File: src/include/pae_pkg.sv
/*
 * Shared constants and types for the process alarm evaluator.
 * Assumes a single 100 MHz core clock; values are signed fixed-point counts.
 */
package pae_pkg;
  localparam int VAL_W = 16;
  localparam int TYPE_W = 5;
  localparam logic [TYPE_W-1:0] TYPE_OFF = 5'h00;
  localparam logic [TYPE_W-1:0] TYPE_BAND_OUT = 5'h01;
  localparam logic [TYPE_W-1:0] TYPE_DEV_HI = 5'h02;
  localparam logic [TYPE_W-1:0] TYPE_DEV_LO = 5'h03;
  localparam logic [TYPE_W-1:0] TYPE_BAND_IN = 5'h04;
  localparam logic [TYPE_W-1:0] TYPE_BAND_OUT_SB = 5'h05;
  localparam logic [TYPE_W-1:0] TYPE_DEV_HI_SB = 5'h06;
  localparam logic [TYPE_W-1:0] TYPE_DEV_LO_SB = 5'h07;
  localparam logic [TYPE_W-1:0] TYPE_ABS_HI = 5'h08;
  localparam logic [TYPE_W-1:0] TYPE_ABS_LO = 5'h09;
  localparam logic [TYPE_W-1:0] TYPE_ABS_HI_SB = 5'h0a;
  localparam logic [TYPE_W-1:0] TYPE_ABS_LO_SB = 5'h0b;
  localparam logic [TYPE_W-1:0] TYPE_LOOP_BREAK = 5'h0c;
  localparam logic [TYPE_W-1:0] TYPE_RATE = 5'h0d;
  localparam logic [TYPE_W-1:0] TYPE_SP_HI = 5'h0e;
  localparam logic [TYPE_W-1:0] TYPE_SP_LO = 5'h0f;
  localparam logic [TYPE_W-1:0] TYPE_MV_HI = 5'h10;
  localparam logic [TYPE_W-1:0] TYPE_MV_LO = 5'h11;
  localparam logic [TYPE_W-1:0] TYPE_RESET = TYPE_DEV_HI;
  localparam int DELAY_W = 10;
  localparam int DELAY_MAX_S = 999;
  localparam int CLK_HZ = 100_000_000;
  localparam int SEC_CYCLES = CLK_HZ;
endpackage

File: src/pae_delay.sv
/*
 * One alarm channel's on/off delay stage, counted in seconds.
 * Assumes a one-cycle second tick from the top and a synchronised active-low reset copy, applied asynchronously.
 */
module pae_delay (
  // Clock and reset
  input wire logic core_clk_i,
  input wire logic rst_n_i,
  // Timing
  input wire logic sec_tick_i,
  input wire logic [pae_pkg::DELAY_W-1:0] on_delay_i,
  input wire logic [pae_pkg::DELAY_W-1:0] off_delay_i,
  // Alarm
  input wire logic raw_i,
  output logic out_o
);
  typedef struct packed {
    logic out;
    logic [pae_pkg::DELAY_W-1:0] cnt;
  } pae_dly_type;

  pae_dly_type state_reg;
  pae_dly_type state_next;

  always_comb begin
    logic [pae_pkg::DELAY_W-1:0] lim;
    lim = state_reg.out ? off_delay_i : on_delay_i;
    state_next = state_reg;
    // The output follows the raw alarm once it has differed through as many second ticks as the delay.
    if (raw_i == state_reg.out) begin
      state_next.cnt = '0;
    end else if (lim == '0) begin
      state_next.out = raw_i;
      state_next.cnt = '0;
    end else if (sec_tick_i) begin
      if (state_reg.cnt + 10'h001 >= lim) begin
        state_next.out = raw_i;
        state_next.cnt = '0;
      end else begin
        state_next.cnt = state_reg.cnt + 10'h001;
      end
    end
  end

  always_ff @(posedge core_clk_i or negedge rst_n_i) begin
    if (!rst_n_i) begin
      state_reg <= '0;
    end else begin
      state_reg <= state_next;
    end
  end

  assign out_o = state_reg.out;

  AST_ZERO_DELAY_ON: assert property (@(posedge core_clk_i) disable iff (!rst_n_i)
    (raw_i && !out_o && on_delay_i == '0) |=> out_o)
    else $error("Zero on-delay did not pass the alarm at once.");
  AST_NO_EARLY_ON: assert property (@(posedge core_clk_i) disable iff (!rst_n_i)
    (!out_o && !sec_tick_i && on_delay_i != '0) |=> !out_o)
    else $error("Alarm turned on without a second tick.");
endmodule

File: src/pae_top.sv
/*
 * Process alarm evaluator: per-channel alarm type decode, hysteresis,
 * standby sequence, on/off delay and auxiliary output assignment.
 * Assumes the process value, set point and manipulated variables are synchronous
 * to core_clk_i; the control start input is an asynchronous pin.
 */
module pae_top #(
  parameter int CHANNELS = 4,
  parameter int OUTPUTS = 3,
  parameter int SEC_CYCLES = pae_pkg::SEC_CYCLES
) (
  // Clock and reset
  input wire logic core_clk_i,
  input wire logic resetn_i,
  // Loop values
  input wire logic signed [pae_pkg::VAL_W-1:0] process_value_i,
  input wire logic signed [pae_pkg::VAL_W-1:0] set_point_i,
  input wire logic signed [pae_pkg::VAL_W-1:0] manipulated_variable_i,
  input wire logic signed [pae_pkg::VAL_W-1:0] cool_manipulated_variable_i,
  input wire logic heat_cool_mode_i,
  input wire logic heater_alarm_i,
  input wire logic heater_fitted_i,
  input wire logic control_start_i,
  // Channel configuration, one slice per channel
  input wire logic [CHANNELS-1:0] type_write_i,
  input wire logic [CHANNELS*pae_pkg::TYPE_W-1:0] type_wdata_i,
  input wire logic [CHANNELS*pae_pkg::VAL_W-1:0] alarm_value_i,
  input wire logic [CHANNELS*pae_pkg::VAL_W-1:0] lower_value_i,
  input wire logic [CHANNELS*pae_pkg::VAL_W-1:0] hysteresis_i,
  input wire logic [CHANNELS*pae_pkg::DELAY_W-1:0] on_delay_i,
  input wire logic [CHANNELS*pae_pkg::DELAY_W-1:0] off_delay_i,
  // Output assignment: per output, channel index plus enable bit
  input wire logic [OUTPUTS*($clog2(CHANNELS)+1)-1:0] out_assign_i,
  // Results
  output logic [CHANNELS*pae_pkg::TYPE_W-1:0] type_o,
  output logic [CHANNELS-1:0] alarm_o,
  output logic [CHANNELS-1:0] type_reject_o,
  output logic channel1_type_visible_o,
  output logic [OUTPUTS-1:0] aux_out_o
);
  localparam int SEL_W = $clog2(CHANNELS);
  localparam int W = pae_pkg::VAL_W;
  localparam int CNT_W = $clog2(SEC_CYCLES + 1);

  typedef struct packed {
    logic [1:0] start_sync;
    logic start_seen;
    logic [CNT_W-1:0] div;
    logic sec_tick;
    logic [CHANNELS*pae_pkg::TYPE_W-1:0] types;
    logic [CHANNELS-1:0] raw;
    logic [CHANNELS-1:0] armed;
    logic [CHANNELS-1:0] reject;
    logic ch1_visible;
    logic [OUTPUTS-1:0] aux;
  } pae_state_type;

  pae_state_type state_reg;
  pae_state_type state_next;
  logic rst_n;
  logic [CHANNELS-1:0] delayed;
  // The reset synchroniser has its own asynchronous reset, so it lives outside the struct.
  logic [1:0] rst_sync_reg;

  assign rst_n = rst_sync_reg[1];

  // Extend by one bit so set point plus deviation never wraps.
  function automatic logic signed [W:0] ext(input logic [W-1:0] v);
    ext = {v[W-1], v};
  endfunction

  always_comb begin
    logic start_edge;
    logic [pae_pkg::TYPE_W-1:0] ty;
    logic [pae_pkg::TYPE_W-1:0] base;
    logic signed [W:0] pv;
    logic signed [W:0] sp;
    logic signed [W:0] x;
    logic signed [W:0] lo;
    logic signed [W:0] hy;
    logic signed [W:0] hi_th;
    logic signed [W:0] lo_th;
    logic signed [W:0] mon;
    logic on_cond;
    logic off_cond;
    logic standby;
    logic [SEL_W:0] asg;
    state_next = state_reg;
    start_edge = 1'b0;
    ty = '0;
    base = '0;
    pv = ext(process_value_i);
    sp = ext(set_point_i);
    x = '0;
    lo = '0;
    hy = '0;
    hi_th = '0;
    lo_th = '0;
    mon = '0;
    on_cond = 1'b0;
    off_cond = 1'b0;
    standby = 1'b0;
    asg = '0;
    state_next.start_sync = {state_reg.start_sync[0], control_start_i};
    state_next.start_seen = state_reg.start_sync[1];
    start_edge = state_reg.start_sync[1] && !state_reg.start_seen;
    // One-second enable for the delay stages.
    state_next.sec_tick = 1'b0;
    if (state_reg.div == CNT_W'(SEC_CYCLES - 1)) begin
      state_next.div = '0;
      state_next.sec_tick = 1'b1;
    end else begin
      state_next.div = state_reg.div + CNT_W'(1);
    end
    // Channel 1's type stays hidden on heater variants until assigned to an output.
    state_next.ch1_visible = !heater_fitted_i;
    for (int o = 0; o < OUTPUTS; o++) begin
      asg = out_assign_i[o*(SEL_W+1) +: (SEL_W+1)];
      if (asg[SEL_W] && asg[SEL_W-1:0] == '0) begin
        state_next.ch1_visible = 1'b1;
      end
    end
    for (int c = 0; c < CHANNELS; c++) begin
      state_next.reject[c] = 1'b0;
      if (type_write_i[c]) begin
        ty = type_wdata_i[c*pae_pkg::TYPE_W +: pae_pkg::TYPE_W];
        if (ty > pae_pkg::TYPE_MV_LO || (ty == pae_pkg::TYPE_LOOP_BREAK && c != 0) ||
            (c == 0 && !state_reg.ch1_visible)) begin
          state_next.reject[c] = 1'b1;
        end else begin
          state_next.types[c*pae_pkg::TYPE_W +: pae_pkg::TYPE_W] = ty;
        end
      end
      ty = state_reg.types[c*pae_pkg::TYPE_W +: pae_pkg::TYPE_W];
      x = ext(alarm_value_i[c*W +: W]);
      lo = ext(lower_value_i[c*W +: W]);
      hy = ext(hysteresis_i[c*W +: W]);
      // Standby types share the comparison of their plain counterparts.
      case (ty)
        pae_pkg::TYPE_BAND_OUT_SB: base = pae_pkg::TYPE_BAND_OUT;
        pae_pkg::TYPE_DEV_HI_SB: base = pae_pkg::TYPE_DEV_HI;
        pae_pkg::TYPE_DEV_LO_SB: base = pae_pkg::TYPE_DEV_LO;
        pae_pkg::TYPE_ABS_HI_SB: base = pae_pkg::TYPE_ABS_HI;
        pae_pkg::TYPE_ABS_LO_SB: base = pae_pkg::TYPE_ABS_LO;
        default: base = ty;
      endcase
      standby = (ty == pae_pkg::TYPE_BAND_OUT_SB) || (ty == pae_pkg::TYPE_DEV_HI_SB) ||
                (ty == pae_pkg::TYPE_DEV_LO_SB) || (ty == pae_pkg::TYPE_ABS_HI_SB) ||
                (ty == pae_pkg::TYPE_ABS_LO_SB);
      // Upper and lower limits held separately for band types.
      hi_th = sp + x;
      lo_th = sp - lo;
      case (base)
        pae_pkg::TYPE_BAND_OUT: begin
          on_cond = pv > hi_th || pv < lo_th;
          off_cond = pv <= hi_th - hy && pv >= lo_th + hy;
        end
        pae_pkg::TYPE_BAND_IN: begin
          on_cond = pv >= lo_th && pv <= hi_th;
          off_cond = pv < lo_th - hy || pv > hi_th + hy;
        end
        pae_pkg::TYPE_DEV_HI: begin
          on_cond = pv >= sp + x;
          off_cond = pv < sp + x - hy;
        end
        pae_pkg::TYPE_DEV_LO: begin
          on_cond = pv <= sp - x;
          off_cond = pv > sp - x + hy;
        end
        pae_pkg::TYPE_ABS_HI, pae_pkg::TYPE_SP_HI, pae_pkg::TYPE_MV_HI: begin
          mon = (base == pae_pkg::TYPE_ABS_HI) ? pv :
                (base == pae_pkg::TYPE_SP_HI) ? sp : ext(manipulated_variable_i);
          on_cond = mon > x;
          off_cond = mon <= x - hy;
          if (base == pae_pkg::TYPE_MV_HI && heat_cool_mode_i && x < 0) begin
            on_cond = 1'b1;
            off_cond = 1'b0;
          end
        end
        pae_pkg::TYPE_ABS_LO, pae_pkg::TYPE_SP_LO, pae_pkg::TYPE_MV_LO: begin
          mon = (base == pae_pkg::TYPE_ABS_LO) ? pv :
                (base == pae_pkg::TYPE_SP_LO) ? sp :
                (heat_cool_mode_i ? ext(cool_manipulated_variable_i) :
                 ext(manipulated_variable_i));
          on_cond = mon < x;
          off_cond = mon >= x + hy;
          if (base == pae_pkg::TYPE_MV_LO && heat_cool_mode_i && x < 0) begin
            on_cond = 1'b1;
            off_cond = 1'b0;
          end
        end
        default: begin
          on_cond = 1'b0;
          off_cond = 1'b1;
        end
      endcase
      if (c == 0 && heater_fitted_i && !state_reg.ch1_visible) begin
        on_cond = heater_alarm_i;
        off_cond = !heater_alarm_i;
      end
      // Hysteresis: hold the alarm until the release threshold is crossed.
      if (on_cond) begin
        state_next.raw[c] = 1'b1;
      end else if (off_cond || !state_reg.raw[c]) begin
        state_next.raw[c] = 1'b0;
      end
      if (ty == pae_pkg::TYPE_BAND_OUT_SB && (hi_th - hy) < (lo_th + hy)) begin
        state_next.raw[c] = 1'b0;
      end
      // Standby: disarmed on control start or type change, armed once outside alarm.
      if (start_edge || type_write_i[c]) begin
        state_next.armed[c] = 1'b0;
      end else if (!on_cond) begin
        state_next.armed[c] = 1'b1;
      end
      if (standby && !state_reg.armed[c]) begin
        state_next.raw[c] = 1'b0;
      end
    end
    for (int o = 0; o < OUTPUTS; o++) begin
      asg = out_assign_i[o*(SEL_W+1) +: (SEL_W+1)];
      state_next.aux[o] = asg[SEL_W] && delayed[asg[SEL_W-1:0]];
    end
  end

  always_ff @(posedge core_clk_i or negedge resetn_i) begin
    if (!resetn_i) begin
      rst_sync_reg <= 2'h0;
    end else begin
      rst_sync_reg <= {rst_sync_reg[0], 1'b1};
    end
  end

  always_ff @(posedge core_clk_i or negedge rst_n) begin
    if (!rst_n) begin
      state_reg.start_sync <= 2'h0;
      state_reg.start_seen <= 1'b0;
      state_reg.div <= '0;
      state_reg.sec_tick <= 1'b0;
      state_reg.types <= {CHANNELS{pae_pkg::TYPE_RESET}};
      state_reg.raw <= '0;
      state_reg.armed <= '0;
      state_reg.reject <= '0;
      state_reg.ch1_visible <= 1'b0;
      state_reg.aux <= '0;
    end else begin
      state_reg.start_sync <= state_next.start_sync;
      state_reg.start_seen <= state_next.start_seen;
      state_reg.div <= state_next.div;
      state_reg.sec_tick <= state_next.sec_tick;
      state_reg.types <= state_next.types;
      state_reg.raw <= state_next.raw;
      state_reg.armed <= state_next.armed;
      state_reg.reject <= state_next.reject;
      state_reg.ch1_visible <= state_next.ch1_visible;
      state_reg.aux <= state_next.aux;
    end
  end

  for (genvar c = 0; c < CHANNELS; c++) begin : g_dly
    pae_delay u_delay (
      .core_clk_i(core_clk_i),
      .rst_n_i(rst_n),
      .sec_tick_i(state_reg.sec_tick),
      .on_delay_i(on_delay_i[c*pae_pkg::DELAY_W +: pae_pkg::DELAY_W]),
      .off_delay_i(off_delay_i[c*pae_pkg::DELAY_W +: pae_pkg::DELAY_W]),
      .raw_i(state_reg.raw[c]),
      .out_o(delayed[c])
    );
  end

  assign type_o = state_reg.types;
  assign alarm_o = delayed;
  assign type_reject_o = state_reg.reject;
  assign channel1_type_visible_o = state_reg.ch1_visible;
  assign aux_out_o = state_reg.aux;

  AST_RESET_TYPE: assert property (@(posedge core_clk_i)
    $rose(rst_n) |-> type_o[pae_pkg::TYPE_W-1:0] == pae_pkg::TYPE_DEV_HI)
    else $error("Channel type not at upper-limit default after reset.");
  AST_LBA_REJECT: assert property (@(posedge core_clk_i) disable iff (!rst_n)
    (type_write_i[CHANNELS-1] &&
     type_wdata_i[(CHANNELS-1)*pae_pkg::TYPE_W +: pae_pkg::TYPE_W] == pae_pkg::TYPE_LOOP_BREAK)
    |=> type_reject_o[CHANNELS-1] && $stable(type_o))
    else $error("Loop break type accepted on a channel other than one.");
  AST_DEV_HI_ON: assert property (@(posedge core_clk_i) disable iff (!rst_n)
    (type_o[pae_pkg::TYPE_W-1:0] == pae_pkg::TYPE_DEV_HI && !heater_fitted_i &&
     ext(process_value_i) >= ext(set_point_i) + ext(alarm_value_i[W-1:0]))
    |=> state_reg.raw[0])
    else $error("Deviation upper-limit alarm failed to assert.");
  AST_ABS_LO_OFF: assert property (@(posedge core_clk_i) disable iff (!rst_n)
    (type_o[pae_pkg::TYPE_W-1:0] == pae_pkg::TYPE_ABS_LO && !heater_fitted_i &&
     $signed(process_value_i) >= $signed(alarm_value_i[W-1:0]) + $signed(hysteresis_i[W-1:0]))
    |=> !state_reg.raw[0])
    else $error("Absolute lower-limit alarm held past its release point.");
  AST_AUX_ROUTE: assert property (@(posedge core_clk_i) disable iff (!rst_n)
    !out_assign_i[SEL_W] |=> !aux_out_o[0])
    else $error("Unassigned auxiliary output driven.");
endmodule

File: config.mk
export PLATFORM = sky130hd
export DESIGN_NAME = pae_top
export DESIGN_NICKNAME = d
export VERILOG_FILES = /design/src/include/pae_pkg.sv /design/src/pae_delay.sv /design/src/pae_top.sv
export SDC_FILE = /design/constraint.sdc
export NUM_CORES = 2
export LEC_CHECK = 0
export BUFFER_PORTS_ARGS = -buffer_cell sky130_fd_sc_hd__clkbuf_2
export CAP_MARGIN = 20
export CORE_MARGIN = 2
export CORE_UTILIZATION = 50
export CTS_CLUSTER_SIZE = 30
export DETAILED_ROUTE_END_ITERATION = 12
export PLACE_DENSITY = 0.71
export SKIP_CTS_REPAIR_TIMING = 1
export SYNTH_ARGS = -nofsm -noshare
export SYNTH_HDL_FRONTEND = slang
export SYNTH_SLANG_ARGS = --single-unit
File: constraint.sdc
create_clock -name core_clk_i -period 3.8 [get_ports core_clk_i]
set_clock_uncertainty 0.2 [all_clocks]
set_input_delay 0.76 -clock core_clk_i [delete_from_list [all_inputs] [get_ports core_clk_i]]
set_output_delay 0.76 -clock core_clk_i [all_outputs]
set_load 0.02 [all_outputs]
=== Word-level counts from Yosys, hierarchy flattened ===
Index checks and enable logic that the tools add are counted.

* Bits of input ports: 375
* Flip-flop bits (word level): 113
* Output and inout port bits: 32
* Word-level logic and storage cells: 477

* Mux-type cells: 114
* Add/subtract/negate cells: 45
* Reductions and logical operators: 127
* Equality and inequality tests: 72
* Order comparisons: 83
* Bitwise operators: 8

{| class="wikitable"
|+ Operators by type and width
! kind !! number
|-
| 2-to-1 mux 17 bit || 17
|-
| adder 17 x 16 -> 17 bit || 12
|-
| greater-or-equal comparator 16 x 17 -> 1 bit || 12
|-
| greater-than comparator 16 x 17 -> 1 bit || 12
|-
| less-or-equal comparator 16 x 17 -> 1 bit || 12
|-
| < comparator 16 x 17 -> 1 bit || 12
|-
| subtractor 16 x 16 -> 17 bit || 12
|-
| adder 16 x 16 -> 17 bit || 8
|-
| subtractor 17 x 16 -> 17 bit || 8
|-
| == test 5 x 4 -> 1 bit, second input constant || 27
|-
| 2-to-1 mux 10 bit || 12
|-
| one-hot mux 5 bit (5 select lines) || 4
|-
| 2-to-1 mux 11 bit || 8
|-
| == test 5 x 3 -> 1 bit, second input constant || 16
|-
| greater-or-equal comparator 17 bit || 4
|-
| greater-than comparator 17 x 16 -> 1 bit || 4
|-
| less-or-equal comparator 17 bit || 4
|-
| < comparator 17 x 16 -> 1 bit || 4
|-
| < comparator 17 bit || 4
|-
| < comparator 16 x 1 -> 1 bit, second input constant || 4
|-
| 2-to-1 mux 1 bit || 61
|-
| one-hot mux 1 bit (6 select lines) || 8
|-
| adder 10 x 1 -> 10 bit, second input constant || 4
|-
| == test 5 x 2 -> 1 bit, second input constant || 8
|-
| 23 further kinds || 172
|}

=== Longest topological paths before layout ===
* Word-level depth: 14
* Mapped depth: 33
* Depth with buffers taken out: 31

=== Hierarchy ===
From an unflattened synthesis, not the netlist that was laid out.

* Cell total of the unflattened synthesis: 7586
* Area, all modules: 57976.9 sq um

{| class="wikitable"
|+ Modules (own cells, without submodules)
! module !! times used !! cells an instance !! area an instance (sq um)
|-
| pae_top || 1 || 7170 || 53887.9
|-
| pae_delay || 4 || 104 || 1022.2
|}

=== Worst setup path before layout ===
No wires, ideal clock.

* Kind: input -> register
* Start point: input set_point_i[0] in the netlist's numbering
* End point: register state_reg[15] in the netlist's numbering
* Slack: -2.939 ns
* Setup time: 0.125 ns
* Path buffers: 2
* Stages: 30
* Data arrival time: 6.413 ns
* Cells stage by stage: clkbuf_1 > inv_1 > ha_1 > nor2b_1 > o21ai_0 > a21boi_0 > o21ai_0 > a21oi_1 > o21ai_0 > a21oi_1 > nor2_1 > xnor2_1 > ha_1 > clkbuf_1 > nor2_1 > a21oi_1 > o41ai_1 > o41ai_1 > o31ai_1 > a221oi_1 > xor2_1 > ha_1 > nand2b_1 > a2111oi_0 > nand2_1 > o21ai_0 > a221oi_1 > a2111oi_0 > o211ai_1 > a2111oi_0

* Cells in the longest elaborated chain, start to end: 8

{| class="wikitable"
|+ RTL lines
! what !! line !! text
|-
| start, declared || pae_top.sv:17 || <nowiki>input wire logic signed [pae_pkg::VAL_W-1:0] set_point_i,</nowiki>
|-
| parallel branches: the longest is 8 deep, another holds subtractor 16 x 16 -> 17 bit || n/a ||
|-
| end, declared || pae_top.sv:58 || <nowiki>pae_state_type state_reg;</nowiki>
|}

Parallel ways; which one is timed is not known.
A chain may end at the register's enable or synchronous reset.

=== Final worst setup path ===
* Start point: input set_point_i[0] in the netlist's numbering
* End point: register state_reg[14] in the netlist's numbering

Same word-level chain as after synthesis.

==> flow_summary.ini <==
[synthesis]
synth_compound_area_frac = 0.224
ys_seq_area_frac = 0.0488
synth_top_area_frac = 0.332
synthXorXnorAreaFrac = 0.0924
syn_inst = 7644
yosys.area_share.adder = 0.346
synth.area.top_cells = ha_1, xnor2_1, inv_1
ys.warnings.count = 0
syn_avg_cell_area_um2 = 7.60
yosysMostFrequentCell = ha_1
ys_types = 96
syn_area_um2 = 58100
synth_mux_area_frac = 0.0414
synth_edf_count = 0
syn_nets = 9598
yosys.area.top_type = ha_1
synthSimpleGateAreaFrac = 0.179
synth_top_family_by_area = adder cells
synth_ff_type = dfrtp_1
ys_top_cells_by_count = ha_1, inv_1, nor2_1
async_flop_share = 1.00
ys_seq_elements = 113

[routing]
num_vias = 68600
ant_nets = 0
wire_per_inst_um = 21.2
dr.pass1.iters = 6
drtIter0Drc = 5565
vias_per_cell = 5.80
drc = 0
totalWireLength_mm = 251

[setup_path]
cp_num_buf_inv = 7
crit_family = simple AND/OR/NAND/NOR gates
arrival_ns = 6.24
worstSetupPathType = in -> reg
start_kind = input pin
cp_data_required_time_ns = 3.96
cp_max_fo = 4
slowest_stage = a2111oi_4
slowest_delay_ns = 0.40
critical_path.endpoint_type = register

[sta]
slew_violations = 0
min_period_over_period = 1.60
worst_slew_pin_slew_ns = 1.25
finalHoldViolations = 0
max_slew_margin = 0.166
max_freq_ghz = 0.164
rsz0062_at_grt = true
setup_viol = 8
setup_tns_ns = -15.80
holdWs_ns = 0.147
min_period_ns = 6.09
timing.final.ws_setup_ns = -2.29

[layout]
largest_register_ff_count = 40
drive_gt1_frac = 0.330
seq_area_um2 = 2840
area_delta_synth_final_pct = 44.1
multiInputGateArea_um2 = 54100
fin_nets = 12200
nFillCells = 9410
fin_cells = 11800

[cts]
cts.sinks = 113
clkLatencyLatePin_ns = 0.49
cts_root_buf = clkbuf_16
htreeDepth = 4
cts_tree = yes
cts_inserted_buffers = 17
clkTransAtPathRegs_ns = 0.06
clockBufferDepth = 2

[status]
violations = setup timing
status = finished with violations

[global_route]
grt_start_max_net_pins = 58
overflow = 0
grt_pass1_vias = 67900
grt_first_pass_wirelength_mm = 366
antenna_found_initial = 16
grt.total_usage = 0.400

[placement]
dp.cells = 11700
gp_congestion = 1.03
dp_hpwl_mm = 215
portBuffers = 406

[die]
die_x_um = 345
rows = 125
initial_core_util = 0.502
boundaryPins = 407
die_h_um = 345
coreArea_um2 = 116000
die_area_um2 = 119000

[power]
power_density_nw_per_um2 = 373
p_int_w = 0.0162
ir_worst_vdd_mv = 0.226
p_clk_frac = 0.056
power_switching_share = 0.480
switchingPower_w = 0.0150
pwr-share-seq = 0.045
p_leak_nw = 43.5
combPwrFrac = 0.899

[job]
maxCapViolCount = 0

[worst_hold_path]
hold_class = reg -> reg
## cell families after synthesis
group                      after synthesis
AOI/OAI and AO/OA                     2000
and+or+nand+nor                       2087
other                                    1
buffers and inverters                 1019
adders and majority gates             1583
muxes                                  230
DFF                                    113
xor gates and xnor gates               611
## path summary, 6_finish.rpt
kind                                      start         endpoint  slack (ns)  cells after the start
worst max-delay path             set_point_i[0]    state_reg[14]       -2.29                     33
worst min-delay path            rst_sync_reg[0]  rst_sync_reg[1]        0.15                      0
min in group asynchronous       rst_sync_reg[1]       type_o[13]        0.23                      0
max in group asynchronous       rst_sync_reg[1]        type_o[1]        2.28                      1
worst max register to register        type_o[0]    state_reg[12]       -1.15                     19
worst min register to register  rst_sync_reg[0]  rst_sync_reg[1]        0.15                      0
## power groups by stage
stage	registers [W]	clock network, W	logic [W]
2_1_floorplan	0.00137	0	0.0148
3_3_place_gp	0.00141	0	0.0251
3_5_place_dp	0.00141	0	0.0260
4_1_cts	0.00139	0.00177	0.0262
5_1_grt	0.00140	0.00181	0.0306
6_report	0.00139	0.00175	0.0281
## layout make-up
| class | instances | share of cell area |
|---|---|---|
| Tap cell | 1524 | 0.0228 |
| Timing Repair Buffer | 2834 | 0.253 |
| Inverter | 811 | 0.0366 |
| Sequential cell | 113 | 0.0339 |
| Antenna cell | 11 | 0.000329 |
| Clock inverter | 13 | 0.00179 |
| Clock buffer | 19 | 0.00529 |
| Multi-Input combinational cell | 6512 | 0.647 |
## cell usage in the layout, fill, tap and decap left out, types with 52 or more instances in the layout
master	netlist	layout
buf_12	0	64
nor2b_1	194	181
xnor2_1	423	388
nand2b_1	154	151
dfrtp_1	109	108
mux2i_1	175	172
a21o_1	234	234
o211ai_1	57	57
xor2_1	187	177
nor3_1	143	133
o21ai_0	471	395
nor4_1	65	52
a21oi_2	0	67
inv_1	811	801
a21oi_1	491	422
nand4_1	126	126
nand2_1	454	450
nor2_1	538	512
buf_4	31	2354
o21bai_1	98	88
clkbuf_2	0	401
ha_1	1539	1488
a31oi_1	55	52
nand3_1	174	173
o21a_1	128	128
## stage by stage
step / util / worst slack (ns) / cell area, um2 / power, W
2_1_floorplan: - / -2.27 / 58500 / 0.0161
3_3_place_gp: 0.692 / -3.24 / 80100 / 0.0266
3_5_place_dp: 0.692 / -3.28 / 80100 / 0.0274
4_1_cts: 0.697 / -2.80 / 80700 / 0.0294
5_1_grt: 0.723 / -2.56 / 83700 / 0.0338
6_report: 0.723 / -2.29 / 83700 / 0.0312
## metal layers
layer	GRT usage	part of all wire	vias up
met5	0	0.00015	-
met4	0.245	0.075	6
met3	0.0585	0.083	730
met2	0.638	0.43	2742
met1	0.508	0.41	32400
li1	-	-	32800
## worst register-to-register path: cells and delay by family (launching register included)
| kind | cells | cell delay (ns) |
|---|---|---|
| AO/OA/AOI/OAI | 9 | 2.36 |
| flip-flops | 1 | 0.43 |
| AND/OR/NAND/NOR | 5 | 0.84 |
| adder cells (fa/ha/maj) | 1 | 0.40 |
| multiplexers | 1 | 0.11 |
| buffers and inverters | 3 | 0.53 |
(Power assumes the default switching activity.)
